==> config.mk <==
export PLATFORM = sky130hd
export DESIGN_NAME = rxevc_counters
export DESIGN_NICKNAME = d
export VERILOG_FILES = /design/src/verilog/rxevc_pkg.sv /design/src/verilog/rxevc_counters.sv
export VERILOG_INCLUDE_DIRS = /design/src /design/src/verilog
export SDC_FILE = /design/constraint.sdc
export NUM_CORES = 1
export LEC_CHECK = 0
export ABC_AREA = 1
export BUFFER_PORTS_ARGS = -buffer_cell sky130_fd_sc_hd__buf_2
export CORE_MARGIN = 1.5
export CORE_UTILIZATION = 48
export CTS_BUF_LIST = sky130_fd_sc_hd__clkbuf_16
export DETAILED_ROUTE_END_ITERATION = 8
export PLACE_DENSITY = 0.76
export SLEW_MARGIN = 20
export SYNTH_ARGS = -nofsm -noshare
export SYNTH_HDL_FRONTEND = slang
export SYNTH_SLANG_ARGS = --single-unit
==> constraint.sdc <==
create_clock -name SYS_CLK_I -period 2.6 [get_ports SYS_CLK_I]
set_clock_uncertainty 0.1 [all_clocks]
set_input_delay 0.39 -clock SYS_CLK_I [delete_from_list [all_inputs] [get_ports SYS_CLK_I]]
set_output_delay 0.39 -clock SYS_CLK_I [all_outputs]
set_load 0.005 [all_outputs]
==> src/verilog/rxevc_map.svh <==
// Purpose: Offsets, field positions, reset values and response codes of the receive
//          error event counters.
// Assumes: Register indices are multiplied by four to form AXI4-Lite byte addresses.
// Notes:   Definitions only.
`ifndef RXEVC_MAP_SVH
`define RXEVC_MAP_SVH

`define RXEVC_ADDR_W          8
`define RXEVC_DATA_W          32
`define RXEVC_CNT_W           12
`define RXEVC_NUM_CNT         4

`define RXEVC_IDX_CONTROL     8'h00
`define RXEVC_IDX_BAD_CSUM    8'h0A
`define RXEVC_IDX_FILT_REJ    8'h0C
`define RXEVC_IDX_OVERRUN     8'h0E
`define RXEVC_IDX_DLM_TMO     8'h10

`define RXEVC_BIT_CNT_EN      0
`define RXEVC_CNT_RESET       12'h000
`define RXEVC_CNT_ONE         12'h001
`define RXEVC_EN_RESET        1'b0

`define RXEVC_RESP_OKAY       2'b00
`define RXEVC_RESP_SLVERR     2'b10

`endif

==> src/verilog/rxevc_pkg.sv <==
// Purpose: Types shared by the receive error event counters.
// Assumes: Widths come from rxevc_map.svh.
// Notes:   Slot order of the counter array is fixed by rxevc_slot_type.
`include "rxevc_map.svh"

package rxevc_pkg;

  typedef logic [`RXEVC_CNT_W-1:0]  rxevc_count_type;
  typedef logic [`RXEVC_ADDR_W-1:0] rxevc_addr_type;
  typedef logic [`RXEVC_DATA_W-1:0] rxevc_data_type;
  typedef logic [1:0]               rxevc_resp_type;

  typedef enum {
    RXEVC_SLOT_BAD_CSUM,
    RXEVC_SLOT_FILT_REJ,
    RXEVC_SLOT_OVERRUN,
    RXEVC_SLOT_DLM_TMO
  } rxevc_slot_type;

endpackage

==> src/verilog/rxevc_counters.sv <==
// Purpose: Receive error event counters read over an AXI4-Lite slave.
// Assumes: Event inputs come from status logic on SYS_CLK_I and are one-cycle pulses,
//          except RX_OVERRUN_FLAG_I, which is a level.
// Notes:   Counters wrap modulo 4096; reads return the value before a same-cycle increment.
//
// Register access over AXI4-Lite was decided locally.
`timescale 1ns/1ps
`include "rxevc_map.svh"

module rxevc_counters
  import rxevc_pkg::*;
(
  input  wire logic                SYS_CLK_I,                   // System clock, 50 MHz
  input  wire logic                RST_I,                       // Async reset, active high
  input  wire logic                RX_CHECKSUM_ERROR_FLAG_I,    // Bad checksum event pulse
  input  wire logic                FILTER_REJECT_FLAG_I,        // Filter reject event pulse
  input  wire logic                RX_OVERRUN_FLAG_I,           // Overrun condition level
  input  wire logic                RX_FRAME_DISCARD_I,          // Frame discarded pulse
  input  wire logic                RX_DELIMITER_TIMEOUT_FLAG_I, // Delimiter timeout pulse
  input  wire rxevc_pkg::rxevc_addr_type S_AXI_AWADDR,          // Write address
  input  wire logic                S_AXI_AWVALID,               // Write address valid
  output logic                     S_AXI_AWREADY,               // Write address ready
  input  wire rxevc_pkg::rxevc_data_type S_AXI_WDATA,           // Write data
  input  wire logic [3:0]          S_AXI_WSTRB,                 // Write byte strobes
  input  wire logic                S_AXI_WVALID,                // Write data valid
  output logic                     S_AXI_WREADY,                // Write data ready
  output rxevc_pkg::rxevc_resp_type S_AXI_BRESP,                // Write response
  output logic                     S_AXI_BVALID,                // Write response valid
  input  wire logic                S_AXI_BREADY,                // Write response ready
  input  wire rxevc_pkg::rxevc_addr_type S_AXI_ARADDR,          // Read address
  input  wire logic                S_AXI_ARVALID,               // Read address valid
  output logic                     S_AXI_ARREADY,               // Read address ready
  output rxevc_pkg::rxevc_data_type S_AXI_RDATA,                // Read data
  output rxevc_pkg::rxevc_resp_type S_AXI_RRESP,                // Read response
  output logic                     S_AXI_RVALID,                // Read data valid
  input  wire logic                S_AXI_RREADY                 // Read data ready
);
  import rxevc_pkg::*;

  logic                       cnt_en_q;
  rxevc_count_type            count_q [`RXEVC_NUM_CNT];
  logic [`RXEVC_NUM_CNT-1:0]  event_hit;

  logic                       awready_q;
  logic                       wready_q;
  logic                       aw_full_q;
  logic                       w_full_q;
  rxevc_addr_type             waddr_q;
  rxevc_data_type             wdata_q;
  logic [3:0]                 wstrb_q;
  logic                       bvalid_q;
  rxevc_resp_type             bresp_q;
  logic                       arready_q;
  logic                       rvalid_q;
  rxevc_data_type             rdata_q;
  rxevc_resp_type             rresp_q;
  logic                       wr_fire;
  logic [`RXEVC_DATA_W:0]     rd_word;

  // The overrun counter follows discards only while the overrun flag stands, so a
  // persistent overrun is counted once per lost frame rather than once per cycle.
  always_comb
  begin
    event_hit                      = '0;
    event_hit[RXEVC_SLOT_BAD_CSUM] = RX_CHECKSUM_ERROR_FLAG_I;
    event_hit[RXEVC_SLOT_FILT_REJ] = FILTER_REJECT_FLAG_I;
    event_hit[RXEVC_SLOT_OVERRUN]  = RX_OVERRUN_FLAG_I & RX_FRAME_DISCARD_I;
    event_hit[RXEVC_SLOT_DLM_TMO]  = RX_DELIMITER_TIMEOUT_FLAG_I;
  end

  for (genvar g = 0; g < `RXEVC_NUM_CNT; g++)
  begin : g_cnt
    always_ff @(posedge SYS_CLK_I or posedge RST_I)
    begin
      if (RST_I)
      begin
        count_q[g] <= `RXEVC_CNT_RESET;
      end
      else if (cnt_en_q && event_hit[g])
      begin
        count_q[g] <= count_q[g] + `RXEVC_CNT_ONE;
      end
    end
  end

  function automatic logic [`RXEVC_DATA_W:0] rd_decode(input rxevc_addr_type a);
    logic [`RXEVC_ADDR_W-3:0] idx;
    idx = a[`RXEVC_ADDR_W-1:2];
    rd_decode = {1'b1, {`RXEVC_DATA_W{1'b0}}};
    if (idx == `RXEVC_IDX_CONTROL)
    begin
      rd_decode = '0;
      rd_decode[`RXEVC_BIT_CNT_EN] = cnt_en_q;
    end
    else if (idx == `RXEVC_IDX_BAD_CSUM)
    begin
      rd_decode = {21'h0_0000, count_q[RXEVC_SLOT_BAD_CSUM]};
    end
    else if (idx == `RXEVC_IDX_FILT_REJ)
    begin
      rd_decode = {21'h0_0000, count_q[RXEVC_SLOT_FILT_REJ]};
    end
    else if (idx == `RXEVC_IDX_OVERRUN)
    begin
      rd_decode = {21'h0_0000, count_q[RXEVC_SLOT_OVERRUN]};
    end
    else if (idx == `RXEVC_IDX_DLM_TMO)
    begin
      rd_decode = {21'h0_0000, count_q[RXEVC_SLOT_DLM_TMO]};
    end
  endfunction

  function automatic logic wr_mapped(input rxevc_addr_type a);
    logic [`RXEVC_ADDR_W-3:0] idx;
    idx = a[`RXEVC_ADDR_W-1:2];
    wr_mapped = (idx == `RXEVC_IDX_CONTROL) || (idx == `RXEVC_IDX_BAD_CSUM) ||
                (idx == `RXEVC_IDX_FILT_REJ) || (idx == `RXEVC_IDX_OVERRUN) ||
                (idx == `RXEVC_IDX_DLM_TMO);
  endfunction

  // A process rather than a continuous assignment, so that a change of any count
  // re-evaluates the decoded word and not only a change of the read address.
  always_comb
  begin
    rd_word = rd_decode(S_AXI_ARADDR);
  end

  assign wr_fire = aw_full_q && w_full_q && !bvalid_q;

  // Address and data are taken in either order; each ready stays low from its
  // handshake until the response is accepted, so one write is in flight at most.
  always_ff @(posedge SYS_CLK_I or posedge RST_I)
  begin
    if (RST_I)
    begin
      awready_q <= 1'b1;
      aw_full_q <= 1'b0;
      waddr_q   <= '0;
    end
    else if (S_AXI_AWVALID && awready_q)
    begin
      awready_q <= 1'b0;
      aw_full_q <= 1'b1;
      waddr_q   <= S_AXI_AWADDR;
    end
    else if (wr_fire)
    begin
      aw_full_q <= 1'b0;
    end
    else if (bvalid_q && S_AXI_BREADY)
    begin
      awready_q <= 1'b1;
    end
  end

  always_ff @(posedge SYS_CLK_I or posedge RST_I)
  begin
    if (RST_I)
    begin
      wready_q <= 1'b1;
      w_full_q <= 1'b0;
      wdata_q  <= '0;
      wstrb_q  <= '0;
    end
    else if (S_AXI_WVALID && wready_q)
    begin
      wready_q <= 1'b0;
      w_full_q <= 1'b1;
      wdata_q  <= S_AXI_WDATA;
      wstrb_q  <= S_AXI_WSTRB;
    end
    else if (wr_fire)
    begin
      w_full_q <= 1'b0;
    end
    else if (bvalid_q && S_AXI_BREADY)
    begin
      wready_q <= 1'b1;
    end
  end

  // Only the control word is writable; counter words accept the write and drop it.
  always_ff @(posedge SYS_CLK_I or posedge RST_I)
  begin
    if (RST_I)
    begin
      cnt_en_q <= `RXEVC_EN_RESET;
    end
    else if (wr_fire && waddr_q[`RXEVC_ADDR_W-1:2] == `RXEVC_IDX_CONTROL && wstrb_q[0])
    begin
      cnt_en_q <= wdata_q[`RXEVC_BIT_CNT_EN];
    end
  end

  always_ff @(posedge SYS_CLK_I or posedge RST_I)
  begin
    if (RST_I)
    begin
      bvalid_q <= 1'b0;
      bresp_q  <= `RXEVC_RESP_OKAY;
    end
    else if (wr_fire)
    begin
      bvalid_q <= 1'b1;
      bresp_q  <= wr_mapped(waddr_q) ? `RXEVC_RESP_OKAY : `RXEVC_RESP_SLVERR;
    end
    else if (bvalid_q && S_AXI_BREADY)
    begin
      bvalid_q <= 1'b0;
    end
  end

  always_ff @(posedge SYS_CLK_I or posedge RST_I)
  begin
    if (RST_I)
    begin
      arready_q <= 1'b1;
      rvalid_q  <= 1'b0;
      rdata_q   <= '0;
      rresp_q   <= `RXEVC_RESP_OKAY;
    end
    else if (S_AXI_ARVALID && arready_q)
    begin
      arready_q <= 1'b0;
      rvalid_q  <= 1'b1;
      rdata_q   <= rd_word[`RXEVC_DATA_W-1:0];
      rresp_q   <= rd_word[`RXEVC_DATA_W] ? `RXEVC_RESP_SLVERR : `RXEVC_RESP_OKAY;
    end
    else if (rvalid_q && S_AXI_RREADY)
    begin
      rvalid_q  <= 1'b0;
      arready_q <= 1'b1;
    end
  end

  assign S_AXI_AWREADY = awready_q;
  assign S_AXI_WREADY  = wready_q;
  assign S_AXI_BVALID  = bvalid_q;
  assign S_AXI_BRESP   = bresp_q;
  assign S_AXI_ARREADY = arready_q;
  assign S_AXI_RVALID  = rvalid_q;
  assign S_AXI_RDATA   = rdata_q;
  assign S_AXI_RRESP   = rresp_q;

endmodule

# [Word level (Yosys, flattened, before mapping)]
# Cells that the tools add are included.
[op_classes] add_sub_neg=4 eq_ne=10 muxes=20 bitwise_logic=1 reduce_logical=28
[ops] op="33-bit 2-to-1 mux" n=5
[ops] op="12-bit by 1-bit adder with 12-bit output, second input constant" n=4
[ops] op="6-bit by 4-bit equality test with 1-bit output, second input constant" n=6
[ops] op="1-bit logical AND" n=13
[ops] op="1-bit 2-to-1 mux" n=13
[ops] op="6-bit by 5-bit equality test with 1-bit output, second input constant" n=2
[ops] op="6-bit logical NOT" n=2
[ops] op="2-bit nonzero test" n=6
[ops] op="1-bit logical OR" n=4
[ops] op="2-bit 2-to-1 mux" n=2
[ops] op="2-bit by 1-bit inequality test with 1-bit output, second input constant" n=2
[ops] op="2-bit AND reduction" n=2
[ops] op="1-bit bitwise AND" n=1
[ops] op="1-bit logical NOT" n=1
[word_totals] regBits=102 in_bits=64 word_cells=81

# [Depth between registers and ports, before layout]
# Gate-level depths: netlist (run 1).
[logic_depth] depth_word=7 mapped_depth=9 ltp_nobuf=9

# [Worst setup path before layout (run 1)]
# Ideal clock, no wire load.
[synth_timing] path_kind="input port to flip-flop" start="in S_AXI_ARADDR[2]" end="reg rdata_q[11], in the netlist S_AXI_RDATA[11]" t_arrival_ns=1.183 required_time_ns=2.377 slack_ns=1.194 stages=7 path_cell_list="nor2_1 nand3_1 nand2_1 buf_2 nor2_1 o21ai_0 nand2_1"
[synth_between] elab_chain_len=6
[synth_rtl] item="start, declared" line_no="rxevc_counters.sv:30" rtl="input wire rxevc_pkg::rxevc_addr_type S_AXI_ARADDR,"
[synth_rtl] item="6-bit by 5-bit equality test with 1-bit output (no source line)"
[synth_rtl] item="33-bit 2-to-1 mux" line_no="rxevc_counters.sv:107" rtl="else if (idx == `RXEVC_IDX_DLM_TMO)"
[synth_rtl] item="33-bit 2-to-1 mux" line_no="rxevc_counters.sv:103" rtl="else if (idx == `RXEVC_IDX_OVERRUN)"
[synth_rtl] item="33-bit 2-to-1 mux" line_no="rxevc_counters.sv:99" rtl="else if (idx == `RXEVC_IDX_FILT_REJ)"
[synth_rtl] item="33-bit 2-to-1 mux" line_no="rxevc_counters.sv:95" rtl="else if (idx == `RXEVC_IDX_BAD_CSUM)"
[synth_rtl] item="33-bit 2-to-1 mux *" line_no="rxevc_counters.sv:90" rtl="if (idx == `RXEVC_IDX_CONTROL)"
[synth_rtl] item="end signal, assigned" line_no="rxevc_counters.sv:226" rtl="rdata_q <= rd_word[`RXEVC_DATA_W-1:0];"
[synth_rtl] item="end, declared" line_no="rxevc_counters.sv:55" rtl="rxevc_data_type rdata_q;"
# Every way passes the cells marked *; elsewhere a longest branch is shown, timed or not.
# A chain may end at the register's enable or synchronous reset.

# [Worst setup path after layout (run 1)]
[layout_timing] start="reg arready_q, in the netlist S_AXI_ARREADY" end="reg rdata_q[6], in the netlist S_AXI_RDATA[6]"
[layout_between] elab_chain_len=1
[layout_rtl] item="start, declared" line_no="rxevc_counters.sv:53" rtl="logic arready_q;"
[layout_rtl] item="start signal, assigned" line_no="rxevc_counters.sv:217" rtl="arready_q <= 1'b1;"
[layout_rtl] item="start signal, assigned" line_no="rxevc_counters.sv:224" rtl="arready_q <= 1'b0;"
[layout_rtl] item="start signal, assigned" line_no="rxevc_counters.sv:232" rtl="arready_q <= 1'b1;"
[layout_rtl] item="1-bit logical AND" line_no="rxevc_counters.sv:222" rtl="else if (S_AXI_ARVALID && arready_q)"
# No other way between the ends.

==> insert_results.sql, run 1 <==
INSERT INTO impl_metrics (metric_group, metric, value, unit) VALUES
('detailed_routing', 'antenna_left', '0', ''),
('yosys', 'synthesis.area', '4100', 'sq um'),
('sta', 'setup_repair_after_global_routing_missed_its_margin', 'no', ''),
('yosys', 'yosys_warnings', '0', ''),
('grt', 'global_route.overflow_total', '0', ''),
('worst_setup_path', 'regToRegSetupSlack', '780', 'ps'),
('power', 'powerDensity', '713', 'nW/um^2'),
('detailed_routing', 'drc', '0', ''),
('place', 'detail_placement_hpwl', '6270', 'um'),
('grt', 'total_global_routing_track_utilization', '21.1', '%'),
('cts', 'clock-root-buffer', 'sky130_fd_sc_hd__clkbuf_16', ''),
('yosys', 'avgSynthCellArea', '8.18', 'sq um'),
('cts', 'cts_made_buffers', '9', ''),
('sta', 'slew_violations', '0', ''),
('cts', 'cts.clk_slew.worst_paths', '60', 'ps'),
('yosys', 'yosys_register_bits', '78', ''),
('yosys', 'ys_seq_area_share', '47.7', '%'),
('sta', 'final.min_clock_period', '1820', 'ps'),
('floorplan', 'dieWidth', '95.4', 'um'),
('worst_setup_path', 'critPathLaunchType', 'flop', ''),
('worst_setup_path', 'cpPeakStageDelay', '540', 'ps'),
('worst_setup_path', 'critical-path-slowest-cell', 'sky130_fd_sc_hd__dfstp_2', ''),
('power', 'share_comb_of_total_power', '16.7', '%'),
('detailed_routing', 'detail_route.wirelength', '8500', 'um'),
('finish', 'registers.top_by_ff_count', 'count_q', ''),
('sta', 'achievable_frequency', '0.549', 'GHz'),
('worst_setup_path', 'crit_type', 'flop to flop', ''),
('sta', 'final_hold_viol_count', '0', ''),
('cts', 'worstSkewPairLatency', '330', 'ps'),
('power', 'power_switching_share', '28.5', '%'),
('floorplan', 'floorplan.initialDensity', '49.6', '%'),
('grt', 'via_count_of_the_first_global_routing_pass', '3188', ''),
('yosys', 'synthCells', '501', ''),
('detailed_routing', 'dr.pass1.iters', '4', ''),
('worst_setup_path', 'critical_path.cell_chain', 'nand2_1 -> buf_4 -> inv_1 -> nand2_1 -> nor3_1 -> nand2_1 -> nand2_1', ''),
('sta', 'setup-tns-final', '0', 'ps'),
('floorplan', 'io_pins', '105', ''),
('worst_setup_path', 'timing.critical_path.mode_cell', 'sky130_fd_sc_hd__nand2_1', ''),
('power', 'intPower', '2380', 'uW'),
('worst_setup_path', 'cp_data_required_time', '2770', 'ps'),
('finish', 'post_route_cells_drive_above_1_share', '15.8', '%'),
('detailed_routing', 'drtIter0Drc', '144', ''),
('finish', 'diodes', '0', ''),
('detailed_routing', 'detailroute.via_count', '3244', ''),
('power', 'p_leak', '0.00264', 'uW'),
('status', 'result_of_the_run', 'complete, no violations', ''),
('min_path', 'hold_class', 'input pin to flop', ''),
('grt', 'grt_antenna_before_repair', '0', ''),
('sta', 'slew_headroom', '63.1', '%'),
('power', 'power.switching', '947', 'uW'),
('place', 'io_port_bufs', '44', ''),
('floorplan', 'die_area', '9100', 'sq um'),
('worst_setup_path', 'timing.critical_path.fanout_max', '15', ''),
('worst_setup_path', 'worstPathArrival', '1990', 'ps'),
('worst_setup_path', 'critical_path_buf_inv_count', '2', ''),
('floorplan', 'die_y', '95.4', 'um'),
('grt', 'grt_first_pass_wirelength', '14600', 'um'),
('finish', 'utilization', '56.5', '%'),
('floorplan', 'core_area', '8260', 'sq um'),
('cts', 'cts-htree-levels', '3', ''),
('power', 'ir_drop', '0.000519', 'V'),
('finish', 'final_nets', '621', ''),
('detailed_routing', 'routed_via_density', '4.89', ''),
('cts', 'clock_path_buffers', '2', ''),
('detailed_routing', 'post_drt_wl_per_cell', '12.8', 'um'),
('sta', 'max_slew.worst_pin.slew', '554', 'ps'),
('cts', 'cts_tree', 'yes', ''),
('yosys', 'ys_types', '30', ''),
('finish', 'largest_reg_flops', '48', ''),
('grt', 'grt_start_max_net_pins', '44', ''),
('floorplan', 'rows', '33', ''),
('cts', 'tritoncts_num_sinks', '78', ''),
('finish', 'layout-area-overhead-vs-synth', '13.8', '%'),
('place', 'routabilityCongestion', '0.866', ''),
('sta', 'layout_worst_path_cycle_share', '70.1', '%'),
('sta', 'setup_viol', '0', ''),
('power', 'clockPowerShare', '36.8', '%'),
('power', 'relative_contribution_of_sequential_cells_to_total_power', '46.5', '%'),
('sta', 'hold-worst-slack', '147', 'ps'),
('worst_setup_path', 'critPathCaptureType', 'flop', ''),
('job', 'max_cap_violations', '0', ''),
('worst_setup_path', 'critical-path-top-delay-family', 'simple AND/OR/NAND/NOR gates', '');
-- final timing paths --
path / start / end / depth (start not counted)
worst min-delay path: S_AXI_BREADY / S_AXI_BVALID / 2
worst max register to register: S_AXI_ARREADY / S_AXI_RDATA[6] / 7
max in group asynchronous: RST_I / count_q[24] / 4
worst max-delay path: S_AXI_ARREADY / S_AXI_RDATA[6] / 7
min in group asynchronous: RST_I / cnt_en_q / 3
worst min register to register: S_AXI_RDATA[3] / S_AXI_RDATA[3] / 2
-- cell usage after synthesis --
| cell type | number | share of area, % |
|---|---|---|
| sky130_fd_sc_hd__a21oi_1 | 7 | 0.85 |
| sky130_fd_sc_hd__and3_1 | 1 | 0.15 |
| sky130_fd_sc_hd__buf_2 | 5 | 0.61 |
| sky130_fd_sc_hd__buf_4 | 22 | 4.0 |
| sky130_fd_sc_hd__clkbuf_1 | 2 | 0.18 |
| sky130_fd_sc_hd__conb_1 | 1 | 0.091 |
| sky130_fd_sc_hd__dfrtp_1 | 75 | 46 |
| sky130_fd_sc_hd__dfstp_2 | 3 | 1.9 |
| sky130_fd_sc_hd__ha_1 | 4 | 1.2 |
| sky130_fd_sc_hd__inv_1 | 60 | 5.5 |
| sky130_fd_sc_hd__inv_2 | 3 | 0.27 |
| sky130_fd_sc_hd__mux2_2 | 3 | 0.82 |
| sky130_fd_sc_hd__nand2_1 | 135 | 12 |
| sky130_fd_sc_hd__nand2_2 | 6 | 0.92 |
| sky130_fd_sc_hd__nand3_1 | 27 | 3.3 |
| sky130_fd_sc_hd__nand4_1 | 13 | 2.0 |
| sky130_fd_sc_hd__nand4_2 | 1 | 0.31 |
| sky130_fd_sc_hd__nor2_1 | 53 | 4.9 |
| sky130_fd_sc_hd__nor2_2 | 2 | 0.31 |
| sky130_fd_sc_hd__nor2_4 | 3 | 0.82 |
| sky130_fd_sc_hd__nor3_1 | 15 | 1.8 |
| sky130_fd_sc_hd__nor3_2 | 2 | 0.49 |
| sky130_fd_sc_hd__nor3_4 | 2 | 0.79 |
| sky130_fd_sc_hd__nor3b_1 | 2 | 0.37 |
| sky130_fd_sc_hd__o211ai_1 | 1 | 0.18 |
| sky130_fd_sc_hd__o21ai_0 | 12 | 1.5 |
| sky130_fd_sc_hd__o21ai_1 | 2 | 0.24 |
| sky130_fd_sc_hd__o221ai_1 | 1 | 0.21 |
| sky130_fd_sc_hd__xnor2_1 | 15 | 3.2 |
| sky130_fd_sc_hd__xor2_1 | 23 | 4.9 |
-- repair_timing --
item                                   in CTS  in global routing
setup buffers                               0                  0
endpoints found under the hold margin      12                  0
hold buffers                                1                  0
gates resized for setup                     0                  0
-- cells in the final DEF, fill, tap and decap left out, types with 3 or more instances in the layout --
| master | count |
|---|---|
| sky130_fd_sc_hd__mux2_2 | 3 |
| sky130_fd_sc_hd__nand2_2 | 6 |
| sky130_fd_sc_hd__clkbuf_16 | 9 |
| sky130_fd_sc_hd__dfrtp_1 | 75 |
| sky130_fd_sc_hd__inv_2 | 4 |
| sky130_fd_sc_hd__o21ai_0 | 12 |
| sky130_fd_sc_hd__nor2_4 | 3 |
| sky130_fd_sc_hd__xor2_1 | 23 |
| sky130_fd_sc_hd__inv_1 | 60 |
| sky130_fd_sc_hd__buf_2 | 44 |
| sky130_fd_sc_hd__nand3_1 | 27 |
| sky130_fd_sc_hd__a21oi_1 | 7 |
| sky130_fd_sc_hd__xnor2_1 | 15 |
| sky130_fd_sc_hd__nor3_1 | 15 |
| sky130_fd_sc_hd__dfstp_2 | 3 |
| sky130_fd_sc_hd__nand2_1 | 135 |
| sky130_fd_sc_hd__nor2_1 | 53 |
| sky130_fd_sc_hd__buf_4 | 4 |
| sky130_fd_sc_hd__ha_1 | 4 |
| sky130_fd_sc_hd__nand4_1 | 13 |
| sky130_fd_sc_hd__conb_1 | 22 |
-- metal layers --
layer	GRT usage, %	wire [um]	share of wire, %
met1	25.8	3710	44
met2	35.8	4220	50
met3	5.42	332	3.9
met4	8.21	233	2.7
met5	0	0	0
-- kinds of logic after synthesis --
kind of cell,count (synthesis),share of synthesized area (%)
adder cells (fa/ha/maj),4,1.22
AND/OR/NAND/NOR,262,28.5
multiplexers,3,0.824
XOR/XNOR,38,8.12
buffers and inverters,92,10.6
other,1,0.0915
flip-flops,78,47.7
AO/OA/AOI/OAI,23,2.96
-- cell type report --
class / instances / area (sq um)
clock inverter: 7 / 66.3
inverter: 63 / 236
fill: 744 / 3590
sequential: 78 / 1960
tap: 105 / 131
multi-input combinational: 352 / 1790
timing repair buffer: 49 / 260
clock buffer: 9 / 225
-- metrics by stage --
stage          total power (uW)  cell area, sq um  cells  setup WS, ps
2_1_floorplan              1930              4180    522           120
3_5_place_dp               2120              4360    646           564
3_3_place_gp               2090              4360    646           649
5_1_grt                    3520              4660    663           646
6_report                   3330              4660    663           778
4_1_cts                    3350              4660    663           786
-- power groups by stage --
| stage | Clock (uW) | Sequential [uW] | Combinational, uW |
|---|---|---|---|
| floorplan | 0 | 1540 | 389 |
| global placement | 0 | 1560 | 532 |
| detailed placement | 0 | 1560 | 561 |
| CTS | 1240 | 1550 | 562 |
| global route | 1300 | 1570 | 649 |
| finish | 1220 | 1550 | 554 |
Power figures use the tool's default switching activity.
==> run 2: changes to the inputs <==
--- a/config.mk
+++ b/config.mk
@@ -9,7 +9,7 @@
 export ABC_AREA = 1
 export BUFFER_PORTS_ARGS = -buffer_cell sky130_fd_sc_hd__buf_2
 export CORE_MARGIN = 1.5
-export CORE_UTILIZATION = 48
+export CORE_UTILIZATION = 50
 export CTS_BUF_LIST = sky130_fd_sc_hd__clkbuf_16
 export DETAILED_ROUTE_END_ITERATION = 8
 export PLACE_DENSITY = 0.76
==> constraint.sdc (replaced) <==
create_clock -name SYS_CLK_I -period 1.7 [get_ports SYS_CLK_I]
set_clock_uncertainty 0.1 [all_clocks]
set_input_delay 0.255 -clock SYS_CLK_I [delete_from_list [all_inputs] [get_ports SYS_CLK_I]]
set_output_delay 0.255 -clock SYS_CLK_I [all_outputs]
set_load 0.005 [all_outputs]
==> run 2 against run 1 <==
Compared with the run above: cell count rose by 1.1%; utilization grew 4.7 points; worst hold slack got worse by 140 ps; critical endpoint is now count_q[10]; global-route usage is 1.2 points higher; sequential cell count is the same; setup slack lost 650 ps.
==> insert_results.sql, run 2 (same netlist as run 1, synthesis figures left out) <==
INSERT INTO impl_metrics (metric_group, metric, value, unit) VALUES
('power', 'ir_drop', '0.000867', 'V'),
('sta', 'setup_viol', '0', ''),
('sta', 'setup_repair_after_global_routing_missed_its_margin', 'no', ''),
('finish', 'multi_input_combinational_cell_area', '1790', 'sq um'),
('grt', 'global_route.overflow_total', '0', ''),
('detailed_routing', 'detail_route.wirelength', '8580', 'um'),
('cts', 'cts.clk_slew.worst_paths', '60', 'ps'),
('finish', 'final_instance_count_excl_fillers', '670', ''),
('min_path', 'hold_class', 'input pin to flop', ''),
('floorplan', 'core_area', '7850', 'sq um'),
('worst_setup_path', 'regToRegSetupSlack', '130', 'ps'),
('finish', 'diodes', '0', ''),
('floorplan', 'rows', '32', ''),
('sta', 'achievable_frequency', '0.638', 'GHz'),
('cts', 'clock_path_buffers', '2', ''),
('finish', 'commonest_non_fill_non_tap_cell_in_the_layout', 'sky130_fd_sc_hd__nand2_1', ''),
('grt', 'via_count_of_the_first_global_routing_pass', '3297', ''),
('power', 'powerDensity', '1110', 'nW/um^2'),
('finish', 'largest_reg_flops', '48', ''),
('place', 'detail_placement_hpwl', '6380', 'um'),
('cts', 'tritoncts_num_sinks', '78', ''),
('place', 'routabilityCongestion', '0.876', ''),
('grt', 'grt_first_pass_wirelength', '15000', 'um'),
('floorplan', 'die_area', '8750', 'sq um'),
('detailed_routing', 'detailroute.via_count', '3314', ''),
('cts', 'cts-htree-levels', '3', ''),
('sta', 'slew_violations', '0', ''),
('worst_setup_path', 'crit_type', 'flop to flop', ''),
('finish', 'final_nets', '631', ''),
('power', 'p_leak', '0.00271', 'uW'),
('cts', 'clock-root-buffer', 'sky130_fd_sc_hd__clkbuf_16', ''),
('worst_setup_path', 'timing.critical_path.fanout_max', '3', ''),
('place', 'place_inst', '652', ''),
('worst_setup_path', 'worstPathArrival', '1690', 'ps'),
('sta', 'final_hold_viol_count', '0', ''),
('job', 'max_cap_violations', '0', ''),
('floorplan', 'dieWidth', '93.5', 'um'),
('floorplan', 'floorplan.initialDensity', '52.2', '%'),
('status', 'result_of_the_run', 'complete, no violations', ''),
('finish', 'area.sequential', '1960', 'sq um'),
('finish', 'highest_count_cells_in_the_layout_ignoring_fill_and_taps', '135 x sky130_fd_sc_hd__nand2_1, 74 x sky130_fd_sc_hd__dfrtp_1, 59 x sky130_fd_sc_hd__inv_1', ''),
('grt', 'total_global_routing_track_utilization', '22.3', '%'),
('detailed_routing', 'dr.pass1.iters', '4', ''),
('detailed_routing', 'post_drt_wl_per_cell', '12.8', 'um'),
('sta', 'final.min_clock_period', '1570', 'ps'),
('detailed_routing', 'antenna_left', '0', ''),
('cts', 'worstSkewPairLatency', '340', 'ps'),
('cts', 'cts_tree', 'yes', ''),
('finish', 'post_route_cells_drive_above_1_share', '17.6', '%'),
('cts', 'cts_made_buffers', '9', ''),
('sta', 'layout_worst_path_cycle_share', '92.2', '%'),
('detailed_routing', 'drc', '0', ''),
('cts', 'post-cts-setup-buffers', '0', ''),
('detailed_routing', 'routed_via_density', '4.95', ''),
('finish', 'nFillCells', '724', ''),
('finish', 'layout-area-overhead-vs-synth', '17.1', '%'),
('place', 'io_port_bufs', '44', ''),
('finish', 'registers.top_by_ff_count', 'count_q', ''),
('detailed_routing', 'drtIter0Drc', '133', ''),
('grt', 'grt_antenna_before_repair', '0', ''),
('grt', 'grt_start_max_net_pins', '48', ''),
('sta', 'setup-tns-final', '0', 'ps'),
('floorplan', 'io_pins', '105', ''),
('worst_setup_path', 'critPathLaunchType', 'flop', ''),
('worst_setup_path', 'critPathCaptureType', 'flop', ''),
('worst_setup_path', 'cp_data_required_time', '1820', 'ps'),
('floorplan', 'die_y', '93.5', 'um');
==> run 2: report_power, final <==
group / internal, uW / total (uW) / switching, uW
Combinational: 383 / 898 / 515
Clock: 1290 / 2070 / 776
Sequential: 2170 / 2360 / 193
Total: 3840 / 5330 / 1480
==> run 2: path summary, 6_finish.rpt <==
kind	start	to	depth (start not counted)
worst max-delay path	count_q[0]	count_q[10]	7
worst min-delay path	S_AXI_RREADY	S_AXI_RVALID	2
worst max register to register	count_q[0]	count_q[10]	7
worst min register to register	S_AXI_RDATA[7]	S_AXI_RDATA[7]	2
max in group asynchronous	RST_I	S_AXI_WREADY	4
min in group asynchronous	RST_I	count_q[47]	3
==> run 2: stage by stage <==
step	setup slack [ps]	util (%)	instance area, sq um	hold slack [ps]	power [uW]
6_report	132	61.2	4800	11.2	5330
5_1_grt	14.7	61.2	4800	30.9	5610
4_1_cts	134	61.1	4800	5.14	5380
3_5_place_dp	55.9	56.8	4450	159	3290
3_3_place_gp	119	56.8	4450	155	3240
2_1_floorplan	303	-	4180	251	2960
==> run 2: timing repair <==
action | 4_1_cts | 5_1_grt
hold buffers | 2 | 0
hold endpoints to repair | 14 | 0
setup endpoints to repair | 0 | 1
gates resized for setup | 0 | 1
==> run 2: layout make-up <==
| type | instances | area share (%) |
|---|---|---|
| sequential | 78 | 40.8 |
| multi-input combinational | 352 | 37.3 |
| timing repair buffer | 59 | 7.56 |
| inverter | 63 | 5.01 |
| clock buffer | 9 | 4.69 |
| tap | 102 | 2.66 |
| clock inverter | 7 | 2.06 |
==> run 2: metal layers <==
metal / up-vias / track usage [%] / routed length (um)
li1: 1643 / - / -
met1: 1569 / 28.0 / 3730
met2: 83 / 37.1 / 4190
met3: 19 / 5.61 / 394
met4: 0 / 8.58 / 270
met5: - / 0 / 0
==> run 2: critical path, stage by stage (launching register included) <==
cell and delay [ps]:
sky130_fd_sc_hd__dfrtp_1 400, sky130_fd_sc_hd__ha_1 170, sky130_fd_sc_hd__inv_1 60, sky130_fd_sc_hd__nor2_4 120
sky130_fd_sc_hd__nand4_1 130, sky130_fd_sc_hd__nor2_1 210, sky130_fd_sc_hd__nand2_1 110, sky130_fd_sc_hd__xor2_1 150
==> run 3: changes to the inputs <==
--- a/config.mk
+++ b/config.mk
@@ -7,7 +7,7 @@
 export NUM_CORES = 1
 export LEC_CHECK = 0
 export ABC_AREA = 1
-export BUFFER_PORTS_ARGS = -buffer_cell sky130_fd_sc_hd__buf_2
+export BUFFER_PORTS_ARGS = -buffer_cell sky130_fd_sc_hd__buf_4
 export CORE_MARGIN = 1.5
 export CORE_UTILIZATION = 50
 export CTS_BUF_LIST = sky130_fd_sc_hd__clkbuf_16
==> run 3 against run 2 <==
Compared with the run above: non-clock buffer count rose by 1; register-to-register slack improved by 40 ps; via count increased by 0.12%; highest routed layer unchanged; die area stayed put; largest power group unchanged; sequential cell count is the same; setup slack gained 44 ps; maximum frequency up 2.9%; critical path depth grew 1.
==> insert_results.sql, run 3 (same netlist as run 1, synthesis figures left out) <==
INSERT INTO impl_metrics (metric_group, metric, value, unit) VALUES
('status', 'result_of_the_run', 'complete, no violations', ''),
('detailed_routing', 'drc', '0', ''),
('floorplan', 'core_area', '7850', 'sq um'),
('worst_setup_path', 'cp_data_required_time', '1860', 'ps'),
('finish', 'registers.top_by_ff_count', 'count_q', ''),
('cts', 'cts_made_buffers', '9', ''),
('floorplan', 'die_y', '93.5', 'um'),
('cts', 'clock-root-buffer', 'sky130_fd_sc_hd__clkbuf_16', ''),
('place', 'routabilityCongestion', '0.885', ''),
('finish', 'utilization', '62.6', '%'),
('worst_setup_path', 'worstPathArrival', '1680', 'ps'),
('worst_setup_path', 'critical_path.cell_chain', 'ha_1 -> inv_1 -> nor2_2 -> nand2_2 -> nor2_4 -> nand2_1 -> nor2_1 -> xor2_1', ''),
('min_path', 'timing.hold.worst_path_depth', '2', ''),
('worst_setup_path', 'cpPeakStageDelay', '430', 'ps'),
('sta', 'final_hold_viol_count', '0', ''),
('grt', 'grt_first_pass_wirelength', '15000', 'um'),
('worst_setup_path', 'timing.critical_path.fanout_max', '4', ''),
('sta', 'setup_viol', '0', ''),
('cts', 'cts.clk_slew.worst_paths', '60', 'ps'),
('place', 'io_port_bufs', '44', ''),
('power', 'p_leak', '0.00275', 'uW'),
('grt', 'grt_start_max_net_pins', '35', ''),
('power', 'powerDensity', '1090', 'nW/um^2'),
('cts', 'tritoncts_num_sinks', '78', ''),
('worst_setup_path', 'r2r.worst_path.cells', '8', ''),
('worst_setup_path', 'critical-path-top-delay-family', 'simple AND/OR/NAND/NOR gates', ''),
('worst_setup_path', 'regToRegSetupSlack', '180', 'ps'),
('sta', 'layout_worst_path_cycle_share', '89.6', '%'),
('worst_setup_path', 'worst-path-stages', '8', ''),
('cts', 'worstSkewPairLatency', '330', 'ps'),
('finish', 'final_nets', '632', ''),
('worst_setup_path', 'critical_path_buf_inv_count', '1', ''),
('finish', 'diodes', '0', ''),
('floorplan', 'dieWidth', '93.5', 'um'),
('cts', 'post-cts-setup-buffers', '0', ''),
('finish', 'largest_reg_flops', '48', ''),
('worst_setup_path', 'critical-path-slowest-cell', 'sky130_fd_sc_hd__dfrtp_1', ''),
('finish', 'layout-area-overhead-vs-synth', '19.9', '%'),
('grt', 'via_count_of_the_first_global_routing_pass', '3289', ''),
('power', 'ir_drop', '0.000752', 'V'),
('sta', 'setup-tns-final', '0', 'ps'),
('sta', 'slew_violations', '0', ''),
('finish', 'highest_count_cells_in_the_layout_ignoring_fill_and_taps', '135 x sky130_fd_sc_hd__nand2_1, 75 x sky130_fd_sc_hd__dfrtp_1, 62 x sky130_fd_sc_hd__inv_1', ''),
('finish', 'post_route_cells_drive_above_1_share', '17.4', '%'),
('detailed_routing', 'detailroute.via_count', '3318', ''),
('floorplan', 'io_pins', '105', ''),
('power', 'fin_total_pwr', '5350', 'uW'),
('detailed_routing', 'detail_route.wirelength', '8630', 'um'),
('grt', 'grt_antenna_before_repair', '0', ''),
('worst_setup_path', 'critPathLaunchType', 'flop', ''),
('detailed_routing', 'post_drt_wl_per_cell', '12.9', 'um'),
('grt', 'global_route.overflow_total', '0', ''),
('sta', 'setup_repair_after_global_routing_missed_its_margin', 'no', ''),
('min_path', 'hold_class', 'input pin to flop', ''),
('floorplan', 'floorplan.initialDensity', '52.2', '%'),
('finish', 'final_area', '4910', 'sq um'),
('worst_setup_path', 'crit_type', 'flop to flop', ''),
('worst_setup_path', 'critPathCaptureType', 'flop', ''),
('floorplan', 'rows', '32', ''),
('detailed_routing', 'antenna_left', '0', ''),
('finish', 'commonest_non_fill_non_tap_cell_in_the_layout', 'sky130_fd_sc_hd__nand2_1', ''),
('detailed_routing', 'drtIter0Drc', '199', ''),
('sta', 'final.min_clock_period', '1520', 'ps'),
('cts', 'cts-htree-levels', '3', ''),
('detailed_routing', 'dr.pass1.iters', '4', ''),
('floorplan', 'die_area', '8750', 'sq um'),
('cts', 'clock_path_buffers', '2', ''),
('detailed_routing', 'routed_via_density', '4.94', ''),
('place', 'dpl-instance-area', '4590', 'sq um'),
('cts', 'cts_tree', 'yes', ''),
('grt', 'total_global_routing_track_utilization', '21.9', '%'),
('place', 'detail_placement_hpwl', '6540', 'um'),
('job', 'max_cap_violations', '0', ''),
('sta', 'achievable_frequency', '0.656', 'GHz');
[run 3: changes by cell type in the layout (fill, tap and decap cells not counted), moves of 3 or more]
| cell | change |
|---|---|
| sky130_fd_sc_hd__buf_4 | +45 |
| sky130_fd_sc_hd__buf_2 | -44 |
| sky130_fd_sc_hd__clkinv_4 | -3 |
| sky130_fd_sc_hd__inv_1 | +3 |
[run 3: final timing paths]
check / from / to
setup / recovery: count_q[36] / count_q[46]
hold / removal: S_AXI_BREADY / S_AXI_BVALID
setup reg to reg: count_q[36] / count_q[46]
hold reg to reg: aw_full_q / aw_full_q
max in group asynchronous: RST_I / S_AXI_AWREADY
min in group asynchronous: RST_I / S_AXI_RDATA[11]
[run 3: through the flow]
step                hold WS, ps  std cells  worst slack [ps]
floorplan                   251        522               303
global placement            148        654               102
detailed placement          148        654              65.3
CTS                        3.18        671               172
global route               15.9        671              18.8
finish                     8.43        671               177
[run 3: metal layers]
layer  part of all wire, %  up-vias  track usage [%]
li1                      -     1645                -
met1                    45     1581             28.3
met2                    50       82             37.4
met3                   4.0       10             3.01
met4                   1.4        0             8.08
met5                     0        -                0
[run 3: power by group]
group	internal (uW)	switching, uW	total, uW	leakage (uW)
clock network	1270	730	2000	0.000159
registers	2170	205	2370	0.000995
logic	463	520	983	0.00159
[run 3: final cells by class]
class                   count  area [sq um]
inverters                  63           240
repair buffers             60           490
flip-flops and latches     78          1960
multi-input cells         352          1790
clock buffers               9           225
fillers                   682          2930
well taps                 102           128
clock inverters             7          83.8
[run 3: timing repair]
item | in CTS | in global routing
hold endpoints to repair | 10 | 0
resized for setup | 0 | 1
hold buffers | 1 | 0
setup endpoints to repair | 0 | 1
